$ cat src/core/nvmsa_map.vh
// register map, field positions, reset values and timing counts of the nvm self-access block
// Operation
// - config select redirects accesses to id/config region
// - config region is address bit 15 set
// - user ids rw; device id, config words read-only
// - bad config read clears both data registers
// - data word 14 bits, high bits 7:6 zero
// - address 15 bits, high register bit 7 reads one
// - bit 7 selects flash (1) or eeprom (0); config select forces flash
// - latch-only bit: load latches, else program all
// - eeprom ignores latch-only bit
// - erase bit erases, hardware clears after erase
// - eeprom ignores erase bit, erases then writes
// - error flag set on any write start attempt
// - program enable low blocks all program/erase
// - write start set-only, hardware clears when done
// - read start set-only, one-shot, hardware clears
// - two setup cycles follow write start
// - no stall for latch-only writes
`ifndef NVMSA_MAP_VH
`define NVMSA_MAP_VH

// register offsets
`define NVMSA_OFF_DATA_LO   4'h0
`define NVMSA_OFF_DATA_HI   4'h1
`define NVMSA_OFF_ADDR_LO   4'h2
`define NVMSA_OFF_ADDR_HI   4'h3
`define NVMSA_OFF_CTRL      4'h4
`define NVMSA_OFF_KEY       4'h5
`define NVMSA_OFF_IRQ_STAT  4'h6
`define NVMSA_OFF_IRQ_MASK  4'h7

// control register bit positions
`define NVMSA_B_PGD   7
`define NVMSA_B_CONFIG_SPACE_SELECT  6
`define NVMSA_B_LATCH_LOAD_ONLY  5
`define NVMSA_B_FREE  4
`define NVMSA_B_WERR  3
`define NVMSA_B_PROGRAM_ENABLE  2
`define NVMSA_B_WR    1
`define NVMSA_B_RD    0

// interrupt status bit positions
`define NVMSA_I_DONE  0
`define NVMSA_I_REF   1

// reset values
`define NVMSA_RST_DATA  14'h0000
`define NVMSA_RST_ADDR  15'h0000

// unlock keys and key sequence states
`define NVMSA_KEY_1     8'h55
`define NVMSA_KEY_2     8'haa
`define NVMSA_KS_IDLE   2'h0
`define NVMSA_KS_HALF   2'h1
`define NVMSA_KS_OPEN   2'h2

// storage commands
`define NVMSA_CMD_IDLE  3'h0
`define NVMSA_CMD_READ  3'h1
`define NVMSA_CMD_LATCH 3'h2
`define NVMSA_CMD_ERASE 3'h3
`define NVMSA_CMD_PROG  3'h4
`define NVMSA_CMD_EEWR  3'h5

// configuration space addresses
`define NVMSA_CFG_UID_LAST  15'h0003
`define NVMSA_CFG_DEVID     15'h0006
`define NVMSA_CFG_WORD_1ST  15'h0007
`define NVMSA_CFG_WORD_LAST 15'h0008

// timing
`define NVMSA_CLK_MHZ       125
`define NVMSA_PROG_TIME_US  2000
`define NVMSA_OP_CYC        (`NVMSA_PROG_TIME_US * `NVMSA_CLK_MHZ)
`define NVMSA_SETUP_CYC     2

`endif

$ cat src/core/nvmsa_op_timer.v
// self-timed sequencer: setup delay then optional timed storage phase
`timescale 1ns/1ps
module nvmsa_op_timer #(
	parameter CW        = 24,
	parameter SETUP_CYC = 2,
	parameter OP_CYC    = 250000
) (
	// clock and synchronised reset
	input  wire clk_i,
	input  wire rst_n_i,
	// request
	input  wire start_i,
	input  wire timed_i,
	// progress
	output reg  active_o,
	output reg  done_o
);
	localparam [1:0]    S_IDLE  = 2'h0;
	localparam [1:0]    S_SETUP = 2'h1;
	localparam [1:0]    S_RUN   = 2'h2;
	localparam integer  SET_M1  = SETUP_CYC - 1;
	localparam integer  OP_M1   = OP_CYC - 1;
	localparam [CW-1:0] SET_LD  = SET_M1[CW-1:0]; // loads cut to the counter width
	localparam [CW-1:0] OP_LD   = OP_M1[CW-1:0];

	reg [1:0]    state;
	reg [CW-1:0] cnt;
	reg          timed;

	// setup phase always runs; timed phase only for real program/erase
	always @(posedge clk_i or negedge rst_n_i) begin
		if (!rst_n_i) begin
			state    <= S_IDLE;
			cnt      <= {CW{1'b0}};
			timed    <= 1'b0;
			active_o <= 1'b0;
			done_o   <= 1'b0;
		end else begin
			done_o <= 1'b0;
			case (state)
			S_IDLE: begin
				if (start_i) begin
					state <= S_SETUP;
					cnt   <= SET_LD;
					timed <= timed_i;
				end
			end
			S_SETUP: begin
				if (cnt == {CW{1'b0}}) begin
					if (timed) begin
						state    <= S_RUN;
						cnt      <= OP_LD;
						active_o <= 1'b1;
					end else begin
						state  <= S_IDLE;
						done_o <= 1'b1;
					end
				end else begin
					cnt <= cnt - 1'b1;
				end
			end
			S_RUN: begin
				if (cnt == {CW{1'b0}}) begin
					state    <= S_IDLE;
					active_o <= 1'b0;
					done_o   <= 1'b1;
				end else begin
					cnt <= cnt - 1'b1;
				end
			end
			default: begin
				state    <= S_IDLE;
				active_o <= 1'b0;
			end
			endcase
		end
	end
endmodule

$ cat src/core/nvmsa_top.v
// nvm self-access control: register set, unlock, read and program/erase sequencing
//
// The strobed register port and the register addresses were left to the implementer.
`timescale 1ns/1ps
`include "nvmsa_map.vh"
module nvmsa_top #(
	parameter OP_CYCLES = `NVMSA_OP_CYC,
	parameter CW        = 24
) (
	// clock and reset
	input  wire        clk_i,
	input  wire        rst_n_i,
	// register port
	input  wire [3:0]  reg_addr_i,
	input  wire [7:0]  reg_wdata_i,
	input  wire        reg_wr_i,
	input  wire        reg_rd_i,
	output reg  [7:0]  reg_rdata_o,
	// storage side
	output reg  [2:0]  mem_cmd_o,
	output reg  [15:0] mem_addr_o,
	output reg  [13:0] mem_wdata_o,
	output reg         mem_flash_o,
	input  wire [13:0] mem_rdata_i,
	// core and interrupt
	output reg         cpu_stall_o,
	output reg         irq_o
);
	// reset release through two flops
	reg rst_s1;
	reg rst_s2;
	always @(posedge clk_i or negedge rst_n_i) begin
		if (!rst_n_i) begin
			rst_s1 <= 1'b0;
			rst_s2 <= 1'b0;
		end else begin
			rst_s1 <= 1'b1;
			rst_s2 <= rst_s1;
		end
	end
	wire rst_n = rst_s2;

	// register state
	reg [13:0] data_word;
	reg [14:0] addr_word;
	reg        pgd;
	reg        config_space_select;
	reg        latch_load_only;
	reg        free;
	reg        werr;
	reg        program_enable;
	reg        wr_bit;
	reg        rd_bit;
	reg        rd_step;
	reg        rd_bad;
	reg [1:0]  key_state;
	reg [2:0]  op_kind;
	reg        op_stall;
	reg [1:0]  irq_stat;
	reg [1:0]  irq_mask;

	// write decodes
	wire wr_dlo  = reg_wr_i && (reg_addr_i == `NVMSA_OFF_DATA_LO);
	wire wr_dhi  = reg_wr_i && (reg_addr_i == `NVMSA_OFF_DATA_HI);
	wire wr_alo  = reg_wr_i && (reg_addr_i == `NVMSA_OFF_ADDR_LO);
	wire wr_ahi  = reg_wr_i && (reg_addr_i == `NVMSA_OFF_ADDR_HI);
	wire wr_ctrl = reg_wr_i && (reg_addr_i == `NVMSA_OFF_CTRL);
	wire wr_key  = reg_wr_i && (reg_addr_i == `NVMSA_OFF_KEY);
	wire wr_stat = reg_wr_i && (reg_addr_i == `NVMSA_OFF_IRQ_STAT);
	wire wr_mask = reg_wr_i && (reg_addr_i == `NVMSA_OFF_IRQ_MASK);

	// mode bits as carried by the control write itself
	wire w_pgd  = reg_wdata_i[`NVMSA_B_PGD];
	wire w_config_space_select = reg_wdata_i[`NVMSA_B_CONFIG_SPACE_SELECT];
	wire w_latch_load_only = reg_wdata_i[`NVMSA_B_LATCH_LOAD_ONLY];
	wire w_free = reg_wdata_i[`NVMSA_B_FREE];
	wire w_program_enable = reg_wdata_i[`NVMSA_B_PROGRAM_ENABLE];
	wire w_flash = w_pgd || w_config_space_select;

	// configuration space permissions
	wire cfg_wr_ok = (addr_word <= `NVMSA_CFG_UID_LAST);
	wire cfg_rd_ok = cfg_wr_ok || (addr_word == `NVMSA_CFG_DEVID) ||
		((addr_word >= `NVMSA_CFG_WORD_1ST) && (addr_word <= `NVMSA_CFG_WORD_LAST));

	// write start: needs unlock, enable, idle engine and a writable target
	wire wr_try = wr_ctrl && reg_wdata_i[`NVMSA_B_WR];
	wire wr_ok  = wr_try && !wr_bit && (key_state == `NVMSA_KS_OPEN) && w_program_enable &&
		(!w_config_space_select || cfg_wr_ok);
	wire wr_bad = wr_try && !wr_ok;

	// read start: only while no write is pending
	wire rd_go  = wr_ctrl && reg_wdata_i[`NVMSA_B_RD] && !rd_bit && !wr_bit && !wr_ok;
	wire rd_nok = w_config_space_select && !cfg_rd_ok;

	// operation chosen at launch
	reg [2:0] next_kind;
	always @* begin
		if (!w_flash) begin
			next_kind = `NVMSA_CMD_EEWR;
		end else if (w_free) begin
			next_kind = `NVMSA_CMD_ERASE;
		end else if (w_latch_load_only) begin
			next_kind = `NVMSA_CMD_LATCH;
		end else begin
			next_kind = `NVMSA_CMD_PROG;
		end
	end
	wire next_timed = (next_kind != `NVMSA_CMD_LATCH);

	// sequencer
	wire tm_active;
	wire tm_done;
	nvmsa_op_timer #(
		.CW        (CW),
		.SETUP_CYC (`NVMSA_SETUP_CYC),
		.OP_CYC    (OP_CYCLES)
	) u_timer (
		.clk_i     (clk_i),
		.rst_n_i   (rst_n),
		.start_i   (wr_ok),
		.timed_i   (next_timed),
		.active_o  (tm_active),
		.done_o    (tm_done)
	);

	// unlock key sequence, consumed by every write start attempt
	always @(posedge clk_i or negedge rst_n) begin
		if (!rst_n) begin
			key_state <= `NVMSA_KS_IDLE;
		end else if (wr_try) begin
			key_state <= `NVMSA_KS_IDLE;
		end else if (wr_key) begin
			if (reg_wdata_i == `NVMSA_KEY_1) begin
				key_state <= `NVMSA_KS_HALF;
			end else if ((key_state == `NVMSA_KS_HALF) && (reg_wdata_i == `NVMSA_KEY_2)) begin
				key_state <= `NVMSA_KS_OPEN;
			end else begin
				key_state <= `NVMSA_KS_IDLE;
			end
		end
	end

	// address register pair
	always @(posedge clk_i or negedge rst_n) begin
		if (!rst_n) begin
			addr_word <= `NVMSA_RST_ADDR;
		end else begin
			if (wr_alo) begin
				addr_word[7:0] <= reg_wdata_i;
			end
			if (wr_ahi) begin
				addr_word[14:8] <= reg_wdata_i[6:0];
			end
		end
	end

	// data register pair; read capture overrides software writes
	always @(posedge clk_i or negedge rst_n) begin
		if (!rst_n) begin
			data_word <= `NVMSA_RST_DATA;
		end else if (rd_step) begin
			data_word <= rd_bad ? 14'h0000 : mem_rdata_i;
		end else begin
			if (wr_dlo) begin
				data_word[7:0] <= reg_wdata_i;
			end
			if (wr_dhi) begin
				data_word[13:8] <= reg_wdata_i[5:0];
			end
		end
	end

	// control register
	always @(posedge clk_i or negedge rst_n) begin
		if (!rst_n) begin
			pgd    <= 1'b0;
			config_space_select   <= 1'b0;
			latch_load_only   <= 1'b0;
			free   <= 1'b0;
			werr   <= 1'b0;
			program_enable   <= 1'b0;
			wr_bit <= 1'b0;
		end else begin
			// hardware clears
			if (tm_done) begin
				wr_bit <= 1'b0;
				werr   <= 1'b0;
				if (op_kind == `NVMSA_CMD_ERASE) begin
					free <= 1'b0;
				end
			end
			// software writes
			if (wr_ctrl) begin
				pgd  <= w_pgd;
				config_space_select <= w_config_space_select;
				latch_load_only <= w_latch_load_only;
				free <= w_free;
				program_enable <= w_program_enable;
				werr <= reg_wdata_i[`NVMSA_B_WERR];
			end
			// set-only start and automatic error flag
			if (wr_try) begin
				werr <= 1'b1;
			end
			if (wr_ok) begin
				wr_bit <= 1'b1;
			end
		end
	end

	// read sequence: command cycle, then capture cycle
	always @(posedge clk_i or negedge rst_n) begin
		if (!rst_n) begin
			rd_bit  <= 1'b0;
			rd_step <= 1'b0;
			rd_bad  <= 1'b0;
		end else if (rd_go) begin
			rd_bit  <= 1'b1;
			rd_step <= 1'b0;
			rd_bad  <= rd_nok;
		end else if (rd_step) begin
			rd_bit  <= 1'b0;
			rd_step <= 1'b0;
		end else if (rd_bit) begin
			rd_step <= 1'b1;
		end
	end

	// operation capture and storage-side outputs
	always @(posedge clk_i or negedge rst_n) begin
		if (!rst_n) begin
			op_kind     <= `NVMSA_CMD_IDLE;
			op_stall    <= 1'b0;
			mem_cmd_o   <= `NVMSA_CMD_IDLE;
			mem_addr_o  <= 16'h0000;
			mem_wdata_o <= 14'h0000;
			mem_flash_o <= 1'b0;
			cpu_stall_o <= 1'b0;
		end else begin
			if (wr_ok || rd_go) begin
				mem_addr_o  <= {w_config_space_select, addr_word};
				mem_flash_o <= w_flash;
			end
			if (wr_ok) begin
				op_kind     <= next_kind;
				op_stall    <= w_flash && next_timed;
				mem_wdata_o <= data_word;
			end
			if (rd_go && !rd_nok) begin
				mem_cmd_o <= `NVMSA_CMD_READ;
			end else if (tm_active) begin
				mem_cmd_o <= op_kind;
			end else if (tm_done && (op_kind == `NVMSA_CMD_LATCH)) begin
				mem_cmd_o <= `NVMSA_CMD_LATCH;
			end else begin
				mem_cmd_o <= `NVMSA_CMD_IDLE;
			end
			cpu_stall_o <= tm_active && op_stall;
		end
	end

	// interrupt status, write one to clear, set wins
	wire [1:0] irq_set = {wr_bad, tm_done};
	wire [1:0] irq_clr = wr_stat ? reg_wdata_i[1:0] : 2'h0;
	always @(posedge clk_i or negedge rst_n) begin
		if (!rst_n) begin
			irq_stat <= 2'h0;
			irq_mask <= 2'h0;
			irq_o    <= 1'b0;
		end else begin
			irq_stat <= (irq_stat & ~irq_clr) | irq_set;
			if (wr_mask) begin
				irq_mask <= reg_wdata_i[1:0];
			end
			irq_o <= |(irq_stat & irq_mask);
		end
	end

	// register read-back, data only in the cycle after the strobe
	always @(posedge clk_i or negedge rst_n) begin
		if (!rst_n) begin
			reg_rdata_o <= 8'h00;
		end else if (reg_rd_i) begin
			case (reg_addr_i)
			`NVMSA_OFF_DATA_LO:  reg_rdata_o <= data_word[7:0];
			`NVMSA_OFF_DATA_HI:  reg_rdata_o <= {2'h0, data_word[13:8]};
			`NVMSA_OFF_ADDR_LO:  reg_rdata_o <= addr_word[7:0];
			`NVMSA_OFF_ADDR_HI:  reg_rdata_o <= {1'b1, addr_word[14:8]};
			`NVMSA_OFF_CTRL:     reg_rdata_o <= {pgd, config_space_select, latch_load_only, free, werr, program_enable, wr_bit, rd_bit};
			`NVMSA_OFF_IRQ_STAT: reg_rdata_o <= {6'h00, irq_stat};
			`NVMSA_OFF_IRQ_MASK: reg_rdata_o <= {6'h00, irq_mask};
			default:             reg_rdata_o <= 8'h00;
			endcase
		end else begin
			reg_rdata_o <= 8'h00;
		end
	end
endmodule

$ cat config.mk
export PLATFORM = sky130hd
export DESIGN_NAME = nvmsa_top
export DESIGN_NICKNAME = d
export VERILOG_FILES = /design/src/core/nvmsa_op_timer.v /design/src/core/nvmsa_top.v
export VERILOG_INCLUDE_DIRS = /design/src /design/src/core
export SDC_FILE = /design/constraint.sdc
export NUM_CORES = 1
export LEC_CHECK = 0
export BUFFER_PORTS_ARGS = -buffer_cell sky130_fd_sc_hd__clkbuf_2
export CELL_PAD_IN_SITES_DETAIL_PLACEMENT = 0
export CELL_PAD_IN_SITES_GLOBAL_PLACEMENT = 1
export CORE_MARGIN = 8
export CORE_UTILIZATION = 30
export CTS_CLUSTER_DIAMETER = 100
export DETAILED_ROUTE_END_ITERATION = 16
export PLACE_DENSITY_LB_ADDON = 0.1
export SYNTH_ARGS = -nofsm -noshare
export SYNTH_HDL_FRONTEND = slang
export SYNTH_SLANG_ARGS = --single-unit
export TNS_END_PERCENT = 5
$ cat constraint.sdc
create_clock -name clk_i -period 4.7 [get_ports clk_i]
set_clock_uncertainty 0.2 [all_clocks]
set_input_delay 0.94 -clock clk_i [delete_from_list [all_inputs] [get_ports clk_i]]
set_output_delay 0.94 -clock clk_i [all_outputs]
set_load 0.005 [all_outputs]
* After elaboration in Yosys (flattened, before gate mapping) *
Cells that the tools add are included.

storage, ports and cells
  register bits after elaboration = 124
  input port bits = 30
  output and inout port bits = 44

cells by class
  add/sub/neg operators = 1
  order comparisons = 3
  equality and inequality tests = 23
  muxes and demuxes = 47
  bitwise operators = 5
  reductions and logical operators = 54

operators with widths
  kind                     count
  $mux W24                 4
  $pmux W24 S3             1
  $pmux W8 S7              1
  $mux W14                 2
  $logic_and A1 B1 Y1      25
  $logic_not A24 Y1        1
  $sub A24 B1 Y24 const B  1
  $mux W2                  10
  $mux W1                  18
  $eq A4 B3 Y1 const B     4
  $mux W8                  2
  $eq A15 B3 Y1 const B    1
  $ge A15 B3 Y1 const B    1
  $le A15 B2 Y1 const B    1
  $le A15 B4 Y1 const B    1
  $mux W3                  5
  $reduce_bool A2 Y1       7
  $eq A4 B2 Y1 const B     2
  $eq A8 B7 Y1 const B     1
  $eq A8 B8 Y1 const B     1
  $reduce_and A4 Y1        2
  $eq A3 B2 Y1 const B     2
  $logic_not A1 Y1         6
  $mux W6                  1
  20 further kinds         33

* Longest topological paths before layout *
  word-level depth = 11
  mapped depth = 9
  gate-level depth less buffers = 7

* Hierarchy *
A second synthesis with hierarchy kept.

unflattened totals
  cells, all modules = 561
  area total of the unflattened synthesis = 6009.5 um^2

by module, submodules not included
  module          instances  cells an instance  area each (um^2)
  nvmsa_top       1          344                4157.7
  nvmsa_op_timer  1          217                1851.8

* Worst setup path after synthesis *
Ideal clock, no wire load.

  path kind = input to register
  from = input port reg_addr_i[2]
  to = register u_timer.cnt[0]
  setup time = 128 ps
  arrival time = 2684 ps
  data required time = 4372 ps
  slack = 1688 ps
  stages = 7
  path buffers = 2
  path through = buf_4 -> nor4b_4 -> nand4_2 -> a221o_1 -> buf_2 -> nor2_4 -> mux2_1

between the ends
  word-level cells in the longest chain between the ends = 9

ends and longest elaborated chain
  element                             line                 text
  start: declaration                  nvmsa_top.v:14       input wire [3:0] reg_addr_i,
  $eq A4 B3 Y1                        --
  $logic_and A1 B1 Y1                 nvmsa_top.v:67       wire wr_ctrl = reg_wr_i && (reg_addr_i == `NVMSA_OFF_CTRL);
  $logic_and A1 B1 Y1                 nvmsa_top.v:86       wire wr_try = wr_ctrl && reg_wdata_i[`NVMSA_B_WR];
  $logic_and A1 B1 Y1 (4 in a row)    nvmsa_top.v:87       wire wr_ok = wr_try && !wr_bit && (key_state == `NVMSA_KS_OPEN) && w_program_enable &&
  $ne A2 B2 Y1 (no source line)       --
  $reduce_and A4 Y1 (no source line)  --
  end signal: assignment              nvmsa_op_timer.v:34  cnt <= {CW{1'b0}};
  end signal: assignment              nvmsa_op_timer.v:59  cnt <= cnt - 1'b1;
  end signal: assignment              nvmsa_op_timer.v:68  cnt <= cnt - 1'b1;
  end: declaration                    nvmsa_op_timer.v:27  reg [CW-1:0] cnt;

No other way between the ends.
A chain may end at the register's enable or synchronous reset.

* Final worst setup path *
  from = input port reg_addr_i[0]
  to = register u_timer.cnt[1]

The elaborated chain is that of the path after synthesis.

==> metrics.txt <==
# TYPE chip_impl_metric gauge
chip_impl_info{name="outcome",value="complete, no violations"} 1
chip_impl_info{name="holdCritPathClass",value="input pin to async pin"} 1
chip_impl_metric{name="worstMarginPinSlew",unit="ns"} 1.278
chip_impl_metric{name="detail_route.wirelength",unit="µm"} 18350
chip_impl_metric{name="yosys_warnings",unit=""} 0
chip_impl_info{name="crit_type",value="input pin to flop"} 1
chip_impl_metric{name="finalCoreUtilization",unit="%"} 36.80
chip_impl_metric{name="yosysSeqAreaShare",unit="%"} 51.66
chip_impl_metric{name="design.die.area",unit="µm²"} 24810
chip_impl_metric{name="postLayoutSetupSlackWorst",unit="ns"} 1.371
chip_impl_metric{name="worst_ep_arrival_time",unit="ns"} 3.43
chip_impl_metric{name="p_per_area",unit="nW/µm²"} 389.3
chip_impl_info{name="synth_top_cells_by_area",value="sky130_fd_sc_hd__dfrtp_1 (52%), sky130_fd_sc_hd__mux2_2 (5.1%), sky130_fd_sc_hd__nand2_1 (4.7%)"} 1
chip_impl_metric{name="dr.first_iter.drc_count",unit=""} 444
chip_impl_metric{name="flow.area_growth_from_synthesis",unit="%"} 20.00
chip_impl_metric{name="grt_usage",unit="%"} 15.58
chip_impl_metric{name="detail_route.vias_per_cell",unit=""} 5.189
chip_impl_metric{name="final_report_hold_violation_count",unit=""} 0
chip_impl_metric{name="globalplace.congestion",unit=""} 0.8680
chip_impl_metric{name="drt-pass1-iter-count",unit=""} 8
chip_impl_metric{name="post-route-drc-count",unit=""} 0
chip_impl_metric{name="placement.setup.worst_slack",unit="ns"} 0.9728
chip_impl_metric{name="worst_r2r_path_depth",unit=""} 5
chip_impl_metric{name="synthesis.area",unit="µm²"} 6007
chip_impl_info{name="cts_tree",value="yes"} 1
chip_impl_metric{name="numClockSinks",unit=""} 124
chip_impl_metric{name="finalSetupViolCount",unit=""} 0
chip_impl_metric{name="fin_crit",unit="ns"} 3.329
chip_impl_metric{name="grt_pass1_wl",unit="µm"} 29330
chip_impl_metric{name="ctsHtreeMaxLevel",unit=""} 4
chip_impl_metric{name="postSynthCellCount",unit=""} 578
chip_impl_metric{name="via_count",unit=""} 4789
chip_impl_info{name="worstReg2RegStart",value="u_timer.cnt[9]"} 1
chip_impl_metric{name="synth_top_area_share",unit="%"} 51.66
chip_impl_metric{name="initial_utilization",unit="%"} 30.66
chip_impl_metric{name="finalNetCount",unit=""} 681
chip_impl_metric{name="syn_nets",unit=""} 614
chip_impl_metric{name="tritoncts.num_buffers",unit=""} 17
chip_impl_metric{name="timing.final.crit_share",unit="%"} 70.83
chip_impl_metric{name="antenna_violations_before_repair",unit=""} 0
chip_impl_info{name="clock_tree.root_cell",value="sky130_fd_sc_hd__clkbuf_16"} 1
chip_impl_info{name="synth_largest_area_cell",value="sky130_fd_sc_hd__dfrtp_1"} 1
chip_impl_info{name="critical_path.startpoint",value="reg_addr_i[0]"} 1
chip_impl_metric{name="worstSkewPairLatency",unit="ns"} 0.42
chip_impl_metric{name="num_io_pins",unit=""} 74
chip_impl_info{name="critPathLaunchType",value="input pin"} 1
chip_impl_metric{name="num_antenna_cells",unit=""} 0
chip_impl_metric{name="total_power",unit="mW"} 2.806
chip_impl_metric{name="maximum_capacitance_violations",unit=""} 0
chip_impl_metric{name="maxClockFrequency",unit="GHz"} 0.3004
chip_impl_metric{name="overflow",unit=""} 0
chip_impl_info{name="rsz0062_at_grt",value="no"} 1
chip_impl_metric{name="report.final.slew_viol_count",unit=""} 0
chip_impl_info{name="endpoint_kind",value="flop"} 1
chip_impl_metric{name="postCtsHoldBufs",unit=""} 0
chip_impl_metric{name="final_antenna_net_count",unit=""} 0
chip_impl_metric{name="layout-drive-gt1-share",unit="%"} 24.16
chip_impl_metric{name="rrSetupSlack",unit="ns"} 1.55
chip_impl_metric{name="place.detailed.hpwl",unit="µm"} 13110
chip_impl_info{name="worst_r2r_endpoint",value="u_timer.cnt[11]"} 1
chip_impl_metric{name="placementRows",unit=""} 51
chip_impl_metric{name="clk_transition_reported_paths",unit="ns"} 0.06
chip_impl_info{name="synth.cells.most_frequent",value="sky130_fd_sc_hd__dfrtp_1 (124), sky130_fd_sc_hd__nand2_1 (76), sky130_fd_sc_hd__o21ai_0 (39)"} 1
chip_impl_metric{name="setup_tns",unit="ns"} 0
chip_impl_metric{name="critical_path_peak_fanout",unit=""} 20
chip_impl_metric{name="grt_pass1_vias",unit=""} 5019
chip_impl_metric{name="synth_area_per_cell",unit="µm²"} 10.39
chip_impl_metric{name="irDropWorstVdd",unit="mV"} 0.2368
chip_impl_metric{name="grt_max_degree",unit=""} 55
chip_impl_metric{name="synth_cell_type_count",unit=""} 64
chip_impl_metric{name="number_of_setup_buffers_added_after_cts",unit=""} 0
chip_impl_metric{name="synth_async_sr_flop_share",unit="%"} 100.0
chip_impl_metric{name="wire_per_inst",unit="µm"} 19.88
chip_impl_info{name="post-synth-top-count-cell",value="sky130_fd_sc_hd__dfrtp_1"} 1
chip_impl_metric{name="cts_repair_resize_count",unit=""} 0
chip_impl_metric{name="synth_seq_cells",unit=""} 124
chip_impl_metric{name="clock_tree.buffer_depth",unit=""} 2
chip_impl_metric{name="port-buffer-count",unit=""} 73
chip_impl_info{name="timing.critical_path.to",value="u_timer.cnt[1]"} 1
chip_impl_metric{name="synth-edff-count",unit=""} 0
chip_impl_metric{name="leakage",unit="nW"} 3.362
chip_impl_metric{name="dieWidth",unit="µm"} 157.5
chip_impl_info{name="main_flop_type_after_synthesis",value="sky130_fd_sc_hd__dfrtp_1"} 1
chip_impl_metric{name="worst_slew_margin_rel",unit="%"} 14.65
chip_impl_metric{name="floorplan.core_area",unit="µm²"} 19590
chip_impl_metric{name="critPathRequiredTime",unit="ns"} 4.80
chip_impl_metric{name="floorplan.die.height",unit="µm"} 157.5
-- worst max-delay path, cell delays in order --
cell                       delay [ns]
sky130_fd_sc_hd__clkbuf_2        0.28
sky130_fd_sc_hd__nor4b_4         0.34
sky130_fd_sc_hd__buf_4           0.21
sky130_fd_sc_hd__nand4_2         0.19
sky130_fd_sc_hd__a221o_1         0.60
sky130_fd_sc_hd__nor2_4          0.48
sky130_fd_sc_hd__mux2_1          0.37
-- power breakdown --
| part | switching (mW) | internal (mW) | total [mW] | leakage, nW |
|---|---|---|---|---|
| clock network | 0.550 | 0.801 | 1.35 | 0.290 |
| registers | 0.116 | 1.15 | 1.26 | 1.64 |
| logic | 0.0965 | 0.0946 | 0.191 | 1.44 |
-- final cells by class --
| cell class | instances | area (µm²) |
|---|---|---|
| fill | 1971 | 12380 |
| sequential | 124 | 3107 |
| multi-input combinational | 409 | 2705 |
| clock buffer | 17 | 425.4 |
| timing repair buffer | 79 | 410.4 |
| tap | 265 | 331.6 |
| clock inverter | 15 | 176.4 |
| inverter | 14 | 52.55 |
-- layer usage --
metal	share of wire (%)	vias to the layer above	GRT usage (%)	wire, µm
met1	49	2374	21.67	8962
met2	44	155	23.43	8157
met3	5.7	13	4.086	1043
met4	1.0	0	4.170	189
li1	-	2247	-	-
met5	0	-	0	0
-- worst min-delay path by stage --
stage            start      to  slack [ns]
4_1_cts        rst_n_i   rst_n        0.07
2_1_floorplan   rst_s1   rst_n        0.13
6_report       rst_n_i  rst_s1        0.08
5_1_grt        rst_n_i   rst_n        0.06
3_3_place_gp    rst_s1   rst_n        0.14
3_5_place_dp    rst_s1   rst_n        0.14
-- cell families (layout without fill, tap and decap cells) --
| family | count (synthesis) | after routing | synth area share (%) |
|---|---|---|---|
| mux | 45 | 45 | 9.123 |
| buf+inv | 45 | 125 | 3.395 |
| fa+ha+maj | 6 | 6 | 1.250 |
| compound gates | 140 | 140 | 15.21 |
| flops | 124 | 124 | 51.66 |
| simple gates | 217 | 217 | 19.31 |
| other cells | 1 | 1 | 0.06243 |
-- cell usage in the layout, fill, tap and decap left out, drive strengths merged, types with 3 or more instances in the layout --
| master | synthesis | routed |
|---|---|---|
| dfrtp | 124 | 124 |
| nor2 | 40 | 40 |
| nor4bb | 3 | 3 |
| buf | 15 | 6 |
| nand3b | 11 | 11 |
| mux4 | 4 | 4 |
| o21ai | 40 | 40 |
| nor4 | 7 | 7 |
| and3 | 4 | 4 |
| or3 | 5 | 5 |
| a31oi | 30 | 30 |
| a22o | 5 | 5 |
| or4 | 4 | 4 |
| a21oi | 21 | 21 |
| a22oi | 7 | 7 |
| nand2 | 76 | 76 |
| nor3 | 10 | 10 |
| inv | 14 | 23 |
| a21o | 3 | 3 |
| ha | 6 | 6 |
| nand3 | 17 | 17 |
| mux2 | 38 | 38 |
| or2 | 3 | 3 |
| a41oi | 4 | 4 |
| a211oi | 6 | 6 |
| nand2b | 3 | 3 |
| nor3b | 4 | 4 |
| o22a | 4 | 4 |
| nand4 | 9 | 9 |
| nor2b | 13 | 13 |
| clkbuf | 16 | 90 |
| mux2i | 3 | 3 |
| o31ai | 5 | 5 |
| nor4b | 4 | 4 |
-- state kept, by name, summed over array words and instances (netlist names), 2 cells and up --
| signal | flops |
|---|---|
| irq_stat | 2 |
| data_word | 14 |
| addr_word | 15 |
| reg_rdata_o | 8 |
| key_state | 2 |
| op_kind | 3 |
| u_timer.state | 2 |
| u_timer.cnt | 24 |
| mem_cmd_o | 3 |
| irq_mask | 2 |
| mem_addr_o | 16 |
| mem_wdata_o | 14 |
-- per-stage QoR --
stage                     hold WS [ns]  cells  instance area, µm²
after detailed placement        0.1379    891                6606
after global routing           0.06182    923                7208
after floorplan                 0.1312    578                6007
after global placement          0.1387    891                6606
after CTS                      0.06735    923                7208
final                          0.08492    923                7208
No activity file was read; power rests on OpenSTA's default activity.
